File: src/pbo_pkg.sv
// Purpose: Shared constants for the port B low nibble override block
// Assumes: Pin indices 3..0 of the port
// Notes: Override values that are fixed by design live here
package pbo_pkg;
  localparam int PBO_NPINS = 4;
  localparam int PBO_PIN_DATA = 0;
  localparam int PBO_PIN_DOUT = 1;
  localparam int PBO_PIN_CLK = 2;
  localparam int PBO_PIN_CMPB = 3;
  localparam logic PBO_PULLUP_VAL = 1'h0;
  localparam logic PBO_INPUT_EN_VAL = 1'h1;
  localparam logic [3:0] PBO_RST_NIBBLE = 4'h0;
endpackage : pbo_pkg

File: src/pbo_irq_gate.sv
// Purpose: Interrupt enable qualification for the low pin-change group and start detect
// Assumes: All inputs are in the core clock domain
// Notes: Purely combinational
module pbo_irq_gate (
  input wire logic global_irq_flag,
  input wire logic pin_change_group_low_en,
  input wire logic start_cond_irq_en_bit,
  input wire logic alt_masks_pin_change,
  output logic pin_change_low_en,
  output logic start_detect_irq_en
);
  import pbo_pkg::*;

  // Group enable only while no alternate function masks it
  assign pin_change_low_en = global_irq_flag & pin_change_group_low_en
                             & ~alt_masks_pin_change;
  assign start_detect_irq_en = global_irq_flag & start_cond_irq_en_bit;
endmodule : pbo_irq_gate

File: src/pbo_override.sv
// Purpose: Alternate-function override signals for port B pins 3..0
// Assumes: Mode, enable and port bits come from core-clock logic, so no synchronisers
// Assumes: The serial unit never selects two-wire and three-wire mode together
// Notes: Equations are combinational, each output then registered once
// Notes: Pin change group enable drops only when all four pins are masked
// Notes: Output registers are split by override kind
//
// What this block does
// - Two-wire mode takes pull-up and direction of clock and data pins, pull-up off
// - Clock pin direction is output if its dir bit and (hold or port bit low)
// - Data pin is open drain, low when dir set and (shift data low or port bit low)
// - Pin 3 drives compare B when enabled; input override only with pin change, no B
// - Pin 2 value overridden in two-wire output or compare B; value zero in two-wire output, else B
// - Pin 1 value overridden in three-wire or compare A; data out or gated A
// - Pin 0 value override enabled in two-wire output or compare A enabled
// - Pin 0 value zero in two-wire output, else compare A and its enable
// - Low pin-change interrupt needs global flag, group enable and not all four pins masked
// - Start interrupt needs global flag and its enable; keeps inputs on pins 2 and 0
// - Serial data out reaches pin 1 only in three-wire mode
module pbo_override (
  input wire logic clk,
  input wire logic srst,
  input wire logic serial_two_wire_mode,
  input wire logic serial_three_wire_mode,
  input wire logic serial_clock_hold_req,
  input wire logic serial_shift_out_msb,
  input wire logic serial_data_out,
  input wire logic start_cond_irq_en_bit,
  input wire logic global_irq_flag,
  input wire logic pin_change_group_low_en,
  input wire logic timer_cmp_a_out_en,
  input wire logic timer_cmp_b_out_en,
  input wire logic timer_cmp_a_signal,
  input wire logic timer_cmp_b_signal,
  input wire logic [pbo_pkg::PBO_NPINS-1:0] port_dir_bits,
  input wire logic [pbo_pkg::PBO_NPINS-1:0] port_out_bits,
  output logic [pbo_pkg::PBO_NPINS-1:0] pullup_override_en,
  output logic [pbo_pkg::PBO_NPINS-1:0] pullup_override_val,
  output logic [pbo_pkg::PBO_NPINS-1:0] direction_override_en,
  output logic [pbo_pkg::PBO_NPINS-1:0] direction_override_val,
  output logic [pbo_pkg::PBO_NPINS-1:0] pin_value_override_en,
  output logic [pbo_pkg::PBO_NPINS-1:0] pin_value_override_val,
  output logic [pbo_pkg::PBO_NPINS-1:0] input_enable_override_en,
  output logic [pbo_pkg::PBO_NPINS-1:0] input_enable_override_val,
  output logic pin_change_low_irq_en,
  output logic start_detect_irq_en
);
  import pbo_pkg::*;

  logic port_dir_bit_zero;
  logic port_dir_bit_two;
  logic port_out_bit_zero;
  logic port_out_bit_two;
  logic tw_clk_out;
  logic tw_data_out;
  logic pc_en_raw;
  logic start_en_raw;
  logic [PBO_NPINS-1:0] pullup_override_en_d, pullup_override_val_d, direction_override_en_d, direction_override_val_d, pin_value_override_en_d, pin_value_override_val_d, input_enable_override_en_d, input_enable_override_val_d;
  logic [PBO_NPINS-1:0] pullup_override_en_q, pullup_override_val_q, direction_override_en_q, direction_override_val_q, pin_value_override_en_q, pin_value_override_val_q, input_enable_override_en_q, input_enable_override_val_q;
  logic pc_en_q;
  logic start_en_q;
  logic serial_active;
  logic cmp_a_gated;
  logic [PBO_NPINS-1:0] pc_mask;
  logic [PBO_NPINS-1:0] pc_open;
  logic [PBO_NPINS-1:0] start_keep;
  logic pc_all_masked;
  logic pc_gate_en;

  // Pins owned by the two-wire mode and watched by the start detector
  function automatic logic two_wire_pin(input int pin);
    return (pin == PBO_PIN_CLK) || (pin == PBO_PIN_DATA);
  endfunction : two_wire_pin

  assign port_dir_bit_zero = port_dir_bits[PBO_PIN_DATA];
  assign port_dir_bit_two = port_dir_bits[PBO_PIN_CLK];
  assign port_out_bit_zero = port_out_bits[PBO_PIN_DATA];
  assign port_out_bit_two = port_out_bits[PBO_PIN_CLK];
  assign tw_clk_out = serial_two_wire_mode & port_dir_bit_two;
  assign tw_data_out = serial_two_wire_mode & port_dir_bit_zero;
  assign serial_active = serial_two_wire_mode | serial_three_wire_mode;
  assign cmp_a_gated = timer_cmp_a_out_en & timer_cmp_a_signal;

  // Group enable before masking; masking is applied by the gate
  assign pc_en_raw = global_irq_flag & pin_change_group_low_en;

  // Alternate functions that mask pin change, one bit a pin
  always_comb begin
    pc_mask = PBO_RST_NIBBLE;
    pc_mask[PBO_PIN_CMPB] = timer_cmp_b_out_en;
    pc_mask[PBO_PIN_CLK] = serial_active | timer_cmp_b_out_en;
    pc_mask[PBO_PIN_DOUT] = serial_three_wire_mode | timer_cmp_a_out_en;
    pc_mask[PBO_PIN_DATA] = serial_active | timer_cmp_a_out_en;
  end

  // Per-pin pin-change enable and start-detect input keep
  for (genvar gi = 0; gi < PBO_NPINS; gi++) begin : g_pin
    assign pc_open[gi] = pc_en_raw & ~pc_mask[gi];
    assign start_keep[gi] = start_en_raw & two_wire_pin(gi);
  end

  // Group masked only when every pin is taken by an alternate function
  assign pc_all_masked = &pc_mask;

  pbo_irq_gate u_irq_gate (
    .global_irq_flag(global_irq_flag),
    .pin_change_group_low_en(pin_change_group_low_en),
    .start_cond_irq_en_bit(start_cond_irq_en_bit),
    .alt_masks_pin_change(pc_all_masked),
    .pin_change_low_en(pc_gate_en),
    .start_detect_irq_en(start_en_raw)
  );

  always_comb begin
    // Pull-up: only forced off, never on
    pullup_override_en_d = PBO_RST_NIBBLE;
    pullup_override_val_d = {PBO_NPINS{PBO_PULLUP_VAL}};
    pullup_override_en_d[PBO_PIN_CLK] = serial_two_wire_mode;
    pullup_override_en_d[PBO_PIN_DATA] = serial_two_wire_mode;
    direction_override_en_d = PBO_RST_NIBBLE;
    direction_override_val_d = PBO_RST_NIBBLE;
    direction_override_en_d[PBO_PIN_CLK] = serial_two_wire_mode;
    direction_override_en_d[PBO_PIN_DATA] = serial_two_wire_mode;
    direction_override_val_d[PBO_PIN_CLK] = (serial_clock_hold_req | ~port_out_bit_two) & port_dir_bit_two;
    // Open drain: output only to pull low
    direction_override_val_d[PBO_PIN_DATA] = (~serial_shift_out_msb | ~port_out_bit_zero)
                           & port_dir_bit_zero;
    // Pin value: timer compare and serial data outputs
    pin_value_override_en_d = PBO_RST_NIBBLE;
    pin_value_override_val_d = PBO_RST_NIBBLE;
    pin_value_override_en_d[PBO_PIN_CMPB] = timer_cmp_b_out_en;
    pin_value_override_val_d[PBO_PIN_CMPB] = timer_cmp_b_signal;
    pin_value_override_en_d[PBO_PIN_CLK] = tw_clk_out | timer_cmp_b_out_en;
    pin_value_override_val_d[PBO_PIN_CLK] = ~tw_clk_out & timer_cmp_b_signal;
    pin_value_override_en_d[PBO_PIN_DOUT] = serial_three_wire_mode | timer_cmp_a_out_en;
    pin_value_override_val_d[PBO_PIN_DOUT] = serial_three_wire_mode ? serial_data_out
                           : cmp_a_gated;
    pin_value_override_en_d[PBO_PIN_DATA] = tw_data_out | timer_cmp_a_out_en;
    pin_value_override_val_d[PBO_PIN_DATA] = ~tw_data_out & cmp_a_gated;
    // Input enable: kept on for unmasked pin change and start detect
    input_enable_override_en_d = PBO_RST_NIBBLE;
    input_enable_override_en_d[PBO_PIN_CMPB] = pc_open[PBO_PIN_CMPB];
    input_enable_override_en_d[PBO_PIN_CLK] = pc_open[PBO_PIN_CLK]
                           | start_keep[PBO_PIN_CLK];
    input_enable_override_en_d[PBO_PIN_DOUT] = pc_open[PBO_PIN_DOUT];
    input_enable_override_en_d[PBO_PIN_DATA] = pc_open[PBO_PIN_DATA]
                            | start_keep[PBO_PIN_DATA];
    input_enable_override_val_d = {PBO_NPINS{PBO_INPUT_EN_VAL}};
  end

  // Pull-up overrides
  always_ff @(posedge clk) begin
    if (srst) begin
      pullup_override_en_q <= PBO_RST_NIBBLE;
      pullup_override_val_q <= PBO_RST_NIBBLE;
    end else begin
      pullup_override_en_q <= pullup_override_en_d;
      pullup_override_val_q <= pullup_override_val_d;
    end
  end

  // Direction overrides
  always_ff @(posedge clk) begin
    if (srst) begin
      direction_override_en_q <= PBO_RST_NIBBLE;
      direction_override_val_q <= PBO_RST_NIBBLE;
    end else begin
      direction_override_en_q <= direction_override_en_d;
      direction_override_val_q <= direction_override_val_d;
    end
  end

  // Pin value overrides
  always_ff @(posedge clk) begin
    if (srst) begin
      pin_value_override_en_q <= PBO_RST_NIBBLE;
      pin_value_override_val_q <= PBO_RST_NIBBLE;
    end else begin
      pin_value_override_en_q <= pin_value_override_en_d;
      pin_value_override_val_q <= pin_value_override_val_d;
    end
  end

  // Input enable overrides
  always_ff @(posedge clk) begin
    if (srst) begin
      input_enable_override_en_q <= PBO_RST_NIBBLE;
      input_enable_override_val_q <= PBO_RST_NIBBLE;
    end else begin
      input_enable_override_en_q <= input_enable_override_en_d;
      input_enable_override_val_q <= input_enable_override_val_d;
    end
  end

  // Pin change group enable, cleared when every pin is taken by an alternate function
  always_ff @(posedge clk) begin
    if (srst) begin
      pc_en_q <= 1'h0;
    end else begin
      pc_en_q <= pc_gate_en;
    end
  end

  // Start detect enable
  always_ff @(posedge clk) begin
    if (srst) begin
      start_en_q <= 1'h0;
    end else begin
      start_en_q <= start_en_raw;
    end
  end

  // Every output straight from its flop

  assign pullup_override_en = pullup_override_en_q;
  assign pullup_override_val = pullup_override_val_q;
  assign direction_override_en = direction_override_en_q;
  assign direction_override_val = direction_override_val_q;
  assign pin_value_override_en = pin_value_override_en_q;
  assign pin_value_override_val = pin_value_override_val_q;
  assign input_enable_override_en = input_enable_override_en_q;
  assign input_enable_override_val = input_enable_override_val_q;
  assign pin_change_low_irq_en = pc_en_q;
  assign start_detect_irq_en = start_en_q;
endmodule : pbo_override

File: config.mk
export PLATFORM = sky130hd
export DESIGN_NAME = pbo_override
export DESIGN_NICKNAME = d
export VERILOG_FILES = /design/src/pbo_pkg.sv /design/src/pbo_irq_gate.sv /design/src/pbo_override.sv
export SDC_FILE = /design/constraint.sdc
export NUM_CORES = 1
export LEC_CHECK = 0
export ABC_AREA = 0
export BUFFER_PORTS_ARGS = -buffer_cell sky130_fd_sc_hd__buf_2
export CORE_MARGIN = 2
export CORE_UTILIZATION = 39
export DETAILED_ROUTE_END_ITERATION = 8
export HOLD_SLACK_MARGIN = 0.1
export PLACE_DENSITY_LB_ADDON = 0.2
export REMOVE_ABC_BUFFERS = 1
export SLEW_MARGIN = 10
export SYNTH_ARGS = -nofsm -noshare
export SYNTH_HDL_FRONTEND = slang
export SYNTH_SLANG_ARGS = --single-unit
File: constraint.sdc
create_clock -name clk -period 2.2 [get_ports clk]
set_clock_uncertainty 0.1 [all_clocks]
set_input_delay 0.55 -clock clk [delete_from_list [all_inputs] [get_ports clk]]
set_output_delay 0.55 -clock clk [all_outputs]
set_load 0.01 [all_outputs]
# After elaboration in Yosys (flattened, before gate mapping)
# Cells that the tools add are included.
# totals
ff_bits,25
in_bits,22
out_inout_bits,34
elab_cells,47
# classes
muxes,2
bitwise,34
reduce_logical,1
# op_table
operator,count
$and A1 B1 Y1,14
$not A1 Y1,10
$or A1 B1 Y1,10
$mux W4,1
$reduce_and A4 Y1,1
$mux W1,1

# Depth between registers and ports, before layout
# Gate-level depths: netlist of run 1.
# logic_depth
depth_word,5
mapped_depth,3

# Hierarchy
# From an unflattened synthesis of run 1, not the netlist that was laid out.
# unflattened
cells_unflattened,67
area_unflattened_um2,680.7
# modules_own_cells
mod,n_inst,cells_each,area_each_um2,seq_area_each_um2
pbo_override,1,65,665.6,360.3
pbo_irq_gate,1,2,15.0,0.0

# Worst setup path after synthesis of run 1
# OpenSTA, ideal clock, no wires.
# synth_timing
path_type,input -> register
from,input port srst
to,register input_enable_override_en_q[0] (netlist: input_enable_override_en[0])
t_arrival_ns,1.026
required_ns,2.016
slack_ns,0.989
cell_stages,3
path_buffers,1
cell_sequence,buf_6 -> nand3b_4 -> o31ai_2
# synth_rtl
item,line_no,source
start: declaration,pbo_override.sv:22,"input wire logic srst,"
end signal: assignment,pbo_override.sv:190,input_enable_override_en_q <= input_enable_override_en_d;
end: declaration,pbo_override.sv:59,"logic [PBO_NPINS-1:0] pullup_override_en_q, pullup_override_val_q, direction_override_en_q, direction_override ..."

# Worst setup path after layout of run 1
# layout_timing
from,register input_enable_override_val_q[2] (netlist: input_enable_override_val[2])
to,output port input_enable_override_val[2] (netlist bit)
# layout_rtl
item,line_no,source
start: declaration,pbo_override.sv:59,
start signal: assignment,pbo_override.sv:191,input_enable_override_val_q <= input_enable_override_val_d;
end: declaration,pbo_override.sv:44,"output logic [pbo_pkg::PBO_NPINS-1:0] input_enable_override_val,"
# No word-level cell between the ends.

==> results.txt, run 1 <==
----------------------------------------------------
[STA]
  Final-layout setup total negative slack ... 0 ns
  Unrepaired setup endpoints after global routing ... false
  Final hold violation count ... 0
  Max-slew violation total from the final report ... 0
  Maximum clock frequency ... 705 MHz
  Minimum clock period ... 1.42 ns
  Worst hold slack after final layout ... 0.370 ns
  Final number of setup-violating endpoints ... 0
  Fraction of the cycle the final worst path needs ... 0.645
  Worst Setup Slack, final ... 0.782 ns

[GRT]
  Largest net degree at the start of global routing ... 11
  GRT Total Usage ... 0.107
  Via count of the first global-routing pass ... 394
  GRT Residual Overflow ... 0
  Wire length of the first global-routing pass ... 1.53 mm
  Antenna violations before repair ... 0

[Routing]
  Wire per inst ... 9.42 um
  Wire length reported by the detailed router ... 1.10 mm
  Overall via count from detail_route ... 499
  Count of routing violations after the opening detailed-route iteration ... 3
  Remaining number of nets flagged by the antenna check after routing ... 0
  Post-detailed-route via-to-cell ratio ... 4.26
  First-pass iteration count of the detailed router ... 3
  Drt drc ... 0

[Clock tree]
  CTS-repair resized insts ... 0
  Number of buffers created by CTS ... 3
  Number of levels in the clock H-tree ... 1
  Clock tree from TritonCTS ... done
  Total clock sinks ... 18
  Hold buffer count at CTS ... 0
  Reg clk slew, reported paths ... 0.09 ns
  Post-CTS Setup Inserts ... 0
  Clock tree buffer depth ... 2
  Root Driver ... clkbuf_4

[Cells and area]
  Number of fill cells ... 172
  Diodes inserted ... 0
  Flip-flop and latch area ... 360 um2
  Layout overhead on the synthesized area ... 22.2%
  End-of-flow core utilization ... 0.493
  Share of post-route cells with drive strength above 1 ... 0.480
  Area of the multi-input gates ... 215 um2
  Number of nets in the layout ... 124

[Worst setup path]
  WS Path Type ... reg2out
  Start point of the critical path ... input_enable_override_val[2]$_DFF_P_
  Endpoint type of the worst setup path ... output port
  Worst-path cell with the longest stage delay ... dfxtp_1
  Highest cell delay on the worst timing path ... 0.36 ns
  Data arrival time of the critical path ... 0.77 ns
  Number of buffer and inverter instances along the worst setup path ... 1
  Top Family by Delay on Critical Path ... flip-flops
  Worst setup path endpoint ... input_enable_override_val[2]
  Required @ worst endpoint ... 1.55 ns
  Max FO, Critical Path ... 4
  Critical Path, Cell by Cell ... buf_2
  Critical Path Start Type ... flip-flop
  CP Depth ... 1

[Placement]
  Weighted congestion reported at the end of routability-driven placement ... 0.746
  Hpwl dp ... 882 um
  Pre-CTS worst setup slack ... 0.859 ns
  Quantity of I/O buffers inserted on ports ... 41

[Power and ir drop]
  Reported leakage power ... 0.469 nW
  Worst ir drop on vdd ... 0.323 mV
  Final Power ... 0.000575 W
  Power Density ... 691 nW/um2

[Floorplanning]
  Row Count ... 15
  Floorplan die height ... 45.8 um
  Full die area ... 2100 um2
  Starting density of the core ... 0.403
  Core Box Area ... 1690 um2
  Die boundary width ... 45.8 um
  Ports placed on the boundary ... 56

[Hold path]
  Startpoint of the worst hold path ... port_dir_bits[0]
  Worst min path class ... in2reg

[Run]
  Max-cap check violation count ... 0

[Logic synthesis]
  Post-synthesis sequential area ratio ... 0.529
  Post-Synthesis Cells ... 64
  Syn_area_per_cell ... 10.6 um2
  Yosys reg bits ... 18
  YS warnings ... 0
  Area of the mapped netlist ... 681 um2
  Distinct cells, synth ... 20

[Outcome]
  Status ... finished clean

----------------------------------------------------
==> registers in the layout, summed over array words and instances (netlist names) <==
| name | cells |
|---|---|
| input_enable_override_en | 4 |
| pin_value_override_val | 4 |
| input_enable_override_val | 1 |
| direction_override_en | 1 |
| pin_value_override_en | 4 |
| pin_change_low_irq_en | 1 |
| start_detect_irq_en | 1 |
| direction_override_val | 2 |
==> metal layers <==
layer | track usage | vias up | share of wire | routed length (um)
met2 | 0.189 | 30 | 0.49 | 539
met3 | 0.0238 | 2 | 0.10 | 112
met4 | 0.0857 | 0 | 0.015 | 17
li1 | - | 252 | - | -
met1 | 0.105 | 215 | 0.39 | 432
met5 | 0 | - | 0 | 0
==> where the power goes <==
part	total [W]	leakage (nW)	switching [W]	internal, W
Combinational	0.0000829	0.306	0.0000471	0.0000358
Sequential	0.000345	0.149	0.00000391	0.000342
Clock	0.000147	0.0138	0.0000836	0.0000633
Total	0.000575	0.469	0.000135	0.000441
==> cell usage after synthesis <==
| cell | count | share of area |
|---|---|---|
| dfxtp_1 | 18 | 0.53 |
| buf_4 | 16 | 0.18 |
| a21oi_1 | 4 | 0.029 |
| nor2_1 | 4 | 0.022 |
| nand2_1 | 3 | 0.017 |
| and3_1 | 2 | 0.018 |
| inv_1 | 2 | 0.011 |
| nand3b_1 | 2 | 0.022 |
| nor2b_1 | 2 | 0.018 |
| a211oi_1 | 1 | 0.011 |
| a21boi_0 | 1 | 0.011 |
| and2_1 | 1 | 0.0092 |
| buf_6 | 1 | 0.017 |
| conb_1 | 1 | 0.0055 |
| nand2b_1 | 1 | 0.0092 |
| nand3b_4 | 1 | 0.029 |
| nor2b_2 | 1 | 0.013 |
| o31ai_2 | 1 | 0.018 |
| o41ai_2 | 1 | 0.024 |
| or2_1 | 1 | 0.0092 |
==> logic make-up (layout without fill, tap and decap cells) <==
logic type | count (synthesis) | in the layout | synth area share
DFF | 18 | 18 | 0.529
and+or+nand+nor | 18 | 18 | 0.167
other | 1 | 10 | 0.00551
AOI/OAI and AO/OA | 8 | 8 | 0.0938
buffers and inverters | 19 | 46 | 0.204
==> per-stage QoR <==
step / instance area (um2) / instances
after floorplan: 583 / 56
after global placement: 810 / 114
after detailed placement: 810 / 114
after CTS: 832 / 117
after global routing: 832 / 117
final: 832 / 117
==> how the worst min path moves through the flow <==
stage / slack, ns / end / depth (start not counted)
detailed placement: 0.66 / pin_value_override_val[0]$_SDFF_PP0_ / 2
global placement: 0.66 / pin_value_override_val[0]$_SDFF_PP0_ / 2
CTS: 0.36 / pin_value_override_val[0]$_SDFF_PP0_ / 2
finish: 0.37 / pin_value_override_val[0]$_SDFF_PP0_ / 2
global route: 0.38 / pin_value_override_val[0]$_SDFF_PP0_ / 2
floorplan: 0.52 / pin_value_override_val[1]$_SDFF_PP0_ / 1
==> final cells by class <==
class	count	share of cell area
flip-flops and latches	18	0.433
multi-input cells	36	0.259
repair buffers	41	0.247
clock buffers	3	0.0271
well taps	17	0.0256
inverters	2	0.00902
==> cells in the final DEF (no fill, tap or decap) <==
cell      count
buf_2        41
dfxtp_1      18
conb_1       10
nor2_1        4
a21oi_1       4
nand2_1       3
clkbuf_4      3
inv_1         2
nand3b_1      2
and3_1        2
nor2b_1       2
nand3b_4      1
o41ai_2       1
or2_1         1
o31ai_2       1
nand2b_1      1
nor2b_2       1
and2_1        1
a21boi_0      1
a211oi_1      1
No activity file was read; power rests on OpenSTA's default activity.
==> inputs of run 2 (changes only) <==
CORE_UTILIZATION = 37   (was 39)
clock period = 1.45 ns   (was 2.2 ns; I/O delays follow)
==> run 2 against run 1 <==
  * Hold slack worse by 0.20 ns
  * Die area rose by 4.9%
  * Sequential cell count unchanged
  * Largest power group unchanged
==> results.txt, run 2 (synthesis results as in run 1) <==
----------------------------------------------------
[Outcome]
  Status ... finished clean

[Clock tree]
  CTS-repair resized insts ... 0 (unchanged)
  Number of levels in the clock H-tree ... 1 (unchanged)
  Total clock sinks ... 18 (unchanged)
  Reg clk slew, reported paths ... 0.09 ns (about the same)
  Root Driver ... clkbuf_4
  Clock tree from TritonCTS ... done
  Hold buffer count at CTS ... 0 (unchanged)
  Post-CTS Setup Inserts ... 0 (unchanged)
  Number of buffers created by CTS ... 3 (unchanged)
  Clock tree buffer depth ... 2 (unchanged)

[Worst setup path]
  Highest cell delay on the worst timing path ... 0.36 ns (about the same)
  Critical Path, Cell by Cell ... buf_2
  Critical Path Start Type ... flip-flop
  Endpoint type of the worst setup path ... output port
  WS Path Type ... reg2out
  Data arrival time of the critical path ... 0.79 ns (+0.02 ns)
  Worst-path cell with the longest stage delay ... dfxtp_1
  Number of buffer and inverter instances along the worst setup path ... 1 (unchanged)
  Required @ worst endpoint ... 0.99 ns (-0.56 ns)
  Max FO, Critical Path ... 4 (unchanged)
  Top Family by Delay on Critical Path ... flip-flops

[Power and ir drop]
  Worst ir drop on vdd ... 0.395 mV (+22%)
  Clock group share of total power ... 0.313 (+0.058)
  Power Density ... 1110 nW/um2 (+60%)
  Net switching power ... 0.000224 W (+66%)
  Reg power frac ... 0.553 (-0.047)
  Reported leakage power ... 0.476 nW (+1.5%)
  Internal Dissipation ... 0.000726 W (+65%)
  Switching part of the total power ... 0.236 (+0.00166)
  Combinational fraction of design power ... 0.134 (-0.010)

[Cells and area]
  Diodes inserted ... 0 (unchanged)
  Number of nets in the layout ... 124 (unchanged)
  Cell area after layout ... 856 um2 (+2.9%)
  Most frequent standard cell in the layout excluding fill and tap cells ... buf_2
  Most frequent cells in the layout ... buf_2, dfxtp_1, conb_1
  Flip-flop and latch area ... 360 um2 (unchanged)
  Share of post-route cells with drive strength above 1 ... 0.485 (+0.00515)
  Layout overhead on the synthesized area ... 25.7%
  Number of fill cells ... 189 (+9.9%)
  Area of the multi-input gates ... 215 um2 (unchanged)

[Floorplanning]
  Ports placed on the boundary ... 56 (unchanged)
  Row Count ... 15 (unchanged)
  Full die area ... 2200 um2 (+4.9%)
  Floorplan die height ... 46.9 um (+2.4%)
  Core Box Area ... 1730 um2 (+2.2%)
  Starting density of the core ... 0.394 (-0.00876)
  Die boundary width ... 46.9 um (+2.4%)

[Routing]
  Post-detailed-route via-to-cell ratio ... 4.21 (-1.4%)
  First-pass iteration count of the detailed router ... 3 (unchanged)
  Count of routing violations after the opening detailed-route iteration ... 1 (-2)
  Drt drc ... 0 (unchanged)
  Remaining number of nets flagged by the antenna check after routing ... 0 (unchanged)
  Met3 WL ... 123 um (+9.8%)
  M1 WL ... 478 um (+11%)
  Wire length reported by the detailed router ... 1.23 mm (+11%)
  Overall via count from detail_route ... 530 (+6.2%)
  Wire per inst ... 9.73 um (+3.3%)
  Wire length on met2 ... 575 um (+6.7%)
  Highest routing layer actually used ... met4

[STA]
  Final number of setup-violating endpoints ... 0 (unchanged)
  Final-layout setup total negative slack ... 0 ns (unchanged)
  Maximum clock frequency ... 800 MHz
  Final hold violation count ... 0 (unchanged)
  Minimum clock period ... 1.25 ns
  Max-slew violation total from the final report ... 0 (unchanged)
  Unrepaired setup endpoints after global routing ... false
  Fraction of the cycle the final worst path needs ... 0.862

[Placement]
  Quantity of I/O buffers inserted on ports ... 41 (unchanged)
  Weighted congestion reported at the end of routability-driven placement ... 0.718 (-3.7%)
  Area post-placement ... 820 um2 (+1.2%)
  Hpwl dp ... 955 um (+8.3%)

[GRT]
  Largest net degree at the start of global routing ... 11 (unchanged)
  Antenna violations before repair ... 0 (unchanged)
  GRT Residual Overflow ... 0 (unchanged)
  Wire length of the first global-routing pass ... 1.72 mm (+12%)
  Via count of the first global-routing pass ... 401 (+1.8%)
  GRT Total Usage ... 0.119 (+0.0122)

[Hold path]
  Hold Path Sink ... pin_value_override_val[0]$_SDFF_PP0_
  Worst min path class ... in2reg
  Depth of the worst hold-timing path ... 2 (unchanged)
  Startpoint of the worst hold path ... port_dir_bits[0]

[Run]
  Max-cap check violation count ... 0 (unchanged)

----------------------------------------------------
==> run 2: changes by cell type in the layout (fill, tap and decap cells not counted), sizes merged <==
cell	delta
clkbuf	+1
==> run 2: through the flow <==
| step | util | power (W) | hold WS, ns | worst slack [ns] | instances |
|---|---|---|---|---|---|
| floorplan | - | 0.000594 | 0.332 | 0.464 | 56 |
| global placement | 0.475 | 0.000662 | 0.469 | 0.304 | 122 |
| detailed placement | 0.475 | 0.000665 | 0.482 | 0.296 | 122 |
| CTS | 0.496 | 0.000964 | 0.163 | 0.180 | 126 |
| global route | 0.496 | 0.000992 | 0.172 | 0.138 | 126 |
| finish | 0.496 | 0.000949 | 0.175 | 0.200 | 126 |
==> run 2: power groups by stage <==
stage	sequential [W]	clock, W	combinational [W]
after floorplan	0.000556	0	0.0000378
after global placement	0.000536	0	0.000126
after detailed placement	0.000537	0	0.000128
after CTS	0.000525	0.000310	0.000128
after global routing	0.000527	0.000323	0.000141
final	0.000525	0.000297	0.000127
==> run 2: worst max path at each step <==
| stage | startpoint | endpoint | slack, ns | cells past startpoint |
|---|---|---|---|---|
| after floorplan | direction_override_en[0]$_SDFF_PP0_ | direction_override_en[0] | 0.46 | 0 |
| after global placement | timer_cmp_a_out_en | pin_value_override_en[1]$_SDFF_PP0_ | 0.30 | 3 |
| after detailed placement | timer_cmp_a_out_en | pin_value_override_en[1]$_SDFF_PP0_ | 0.30 | 3 |
| after CTS | input_enable_override_val[2]$_DFF_P_ | input_enable_override_val[3] | 0.18 | 1 |
| after global routing | input_enable_override_val[2]$_DFF_P_ | input_enable_override_val[0] | 0.14 | 1 |
| final | input_enable_override_val[2]$_DFF_P_ | input_enable_override_val[2] | 0.20 | 1 |
==> run 2: layer usage <==
metal | GRT usage | up-vias
met5 | 0 | -
met4 | 0.133 | 0
met3 | 0.0115 | 4
met2 | 0.203 | 38
met1 | 0.118 | 234
li1 | - | 254
==> run 2: layout make-up <==
cell class | count | share of cell area
repair buffers | 41 | 0.240
well taps | 25 | 0.0365
flip-flops and latches | 18 | 0.421
clock buffers | 4 | 0.0424
multi-input cells | 36 | 0.251
inverters | 2 | 0.00877
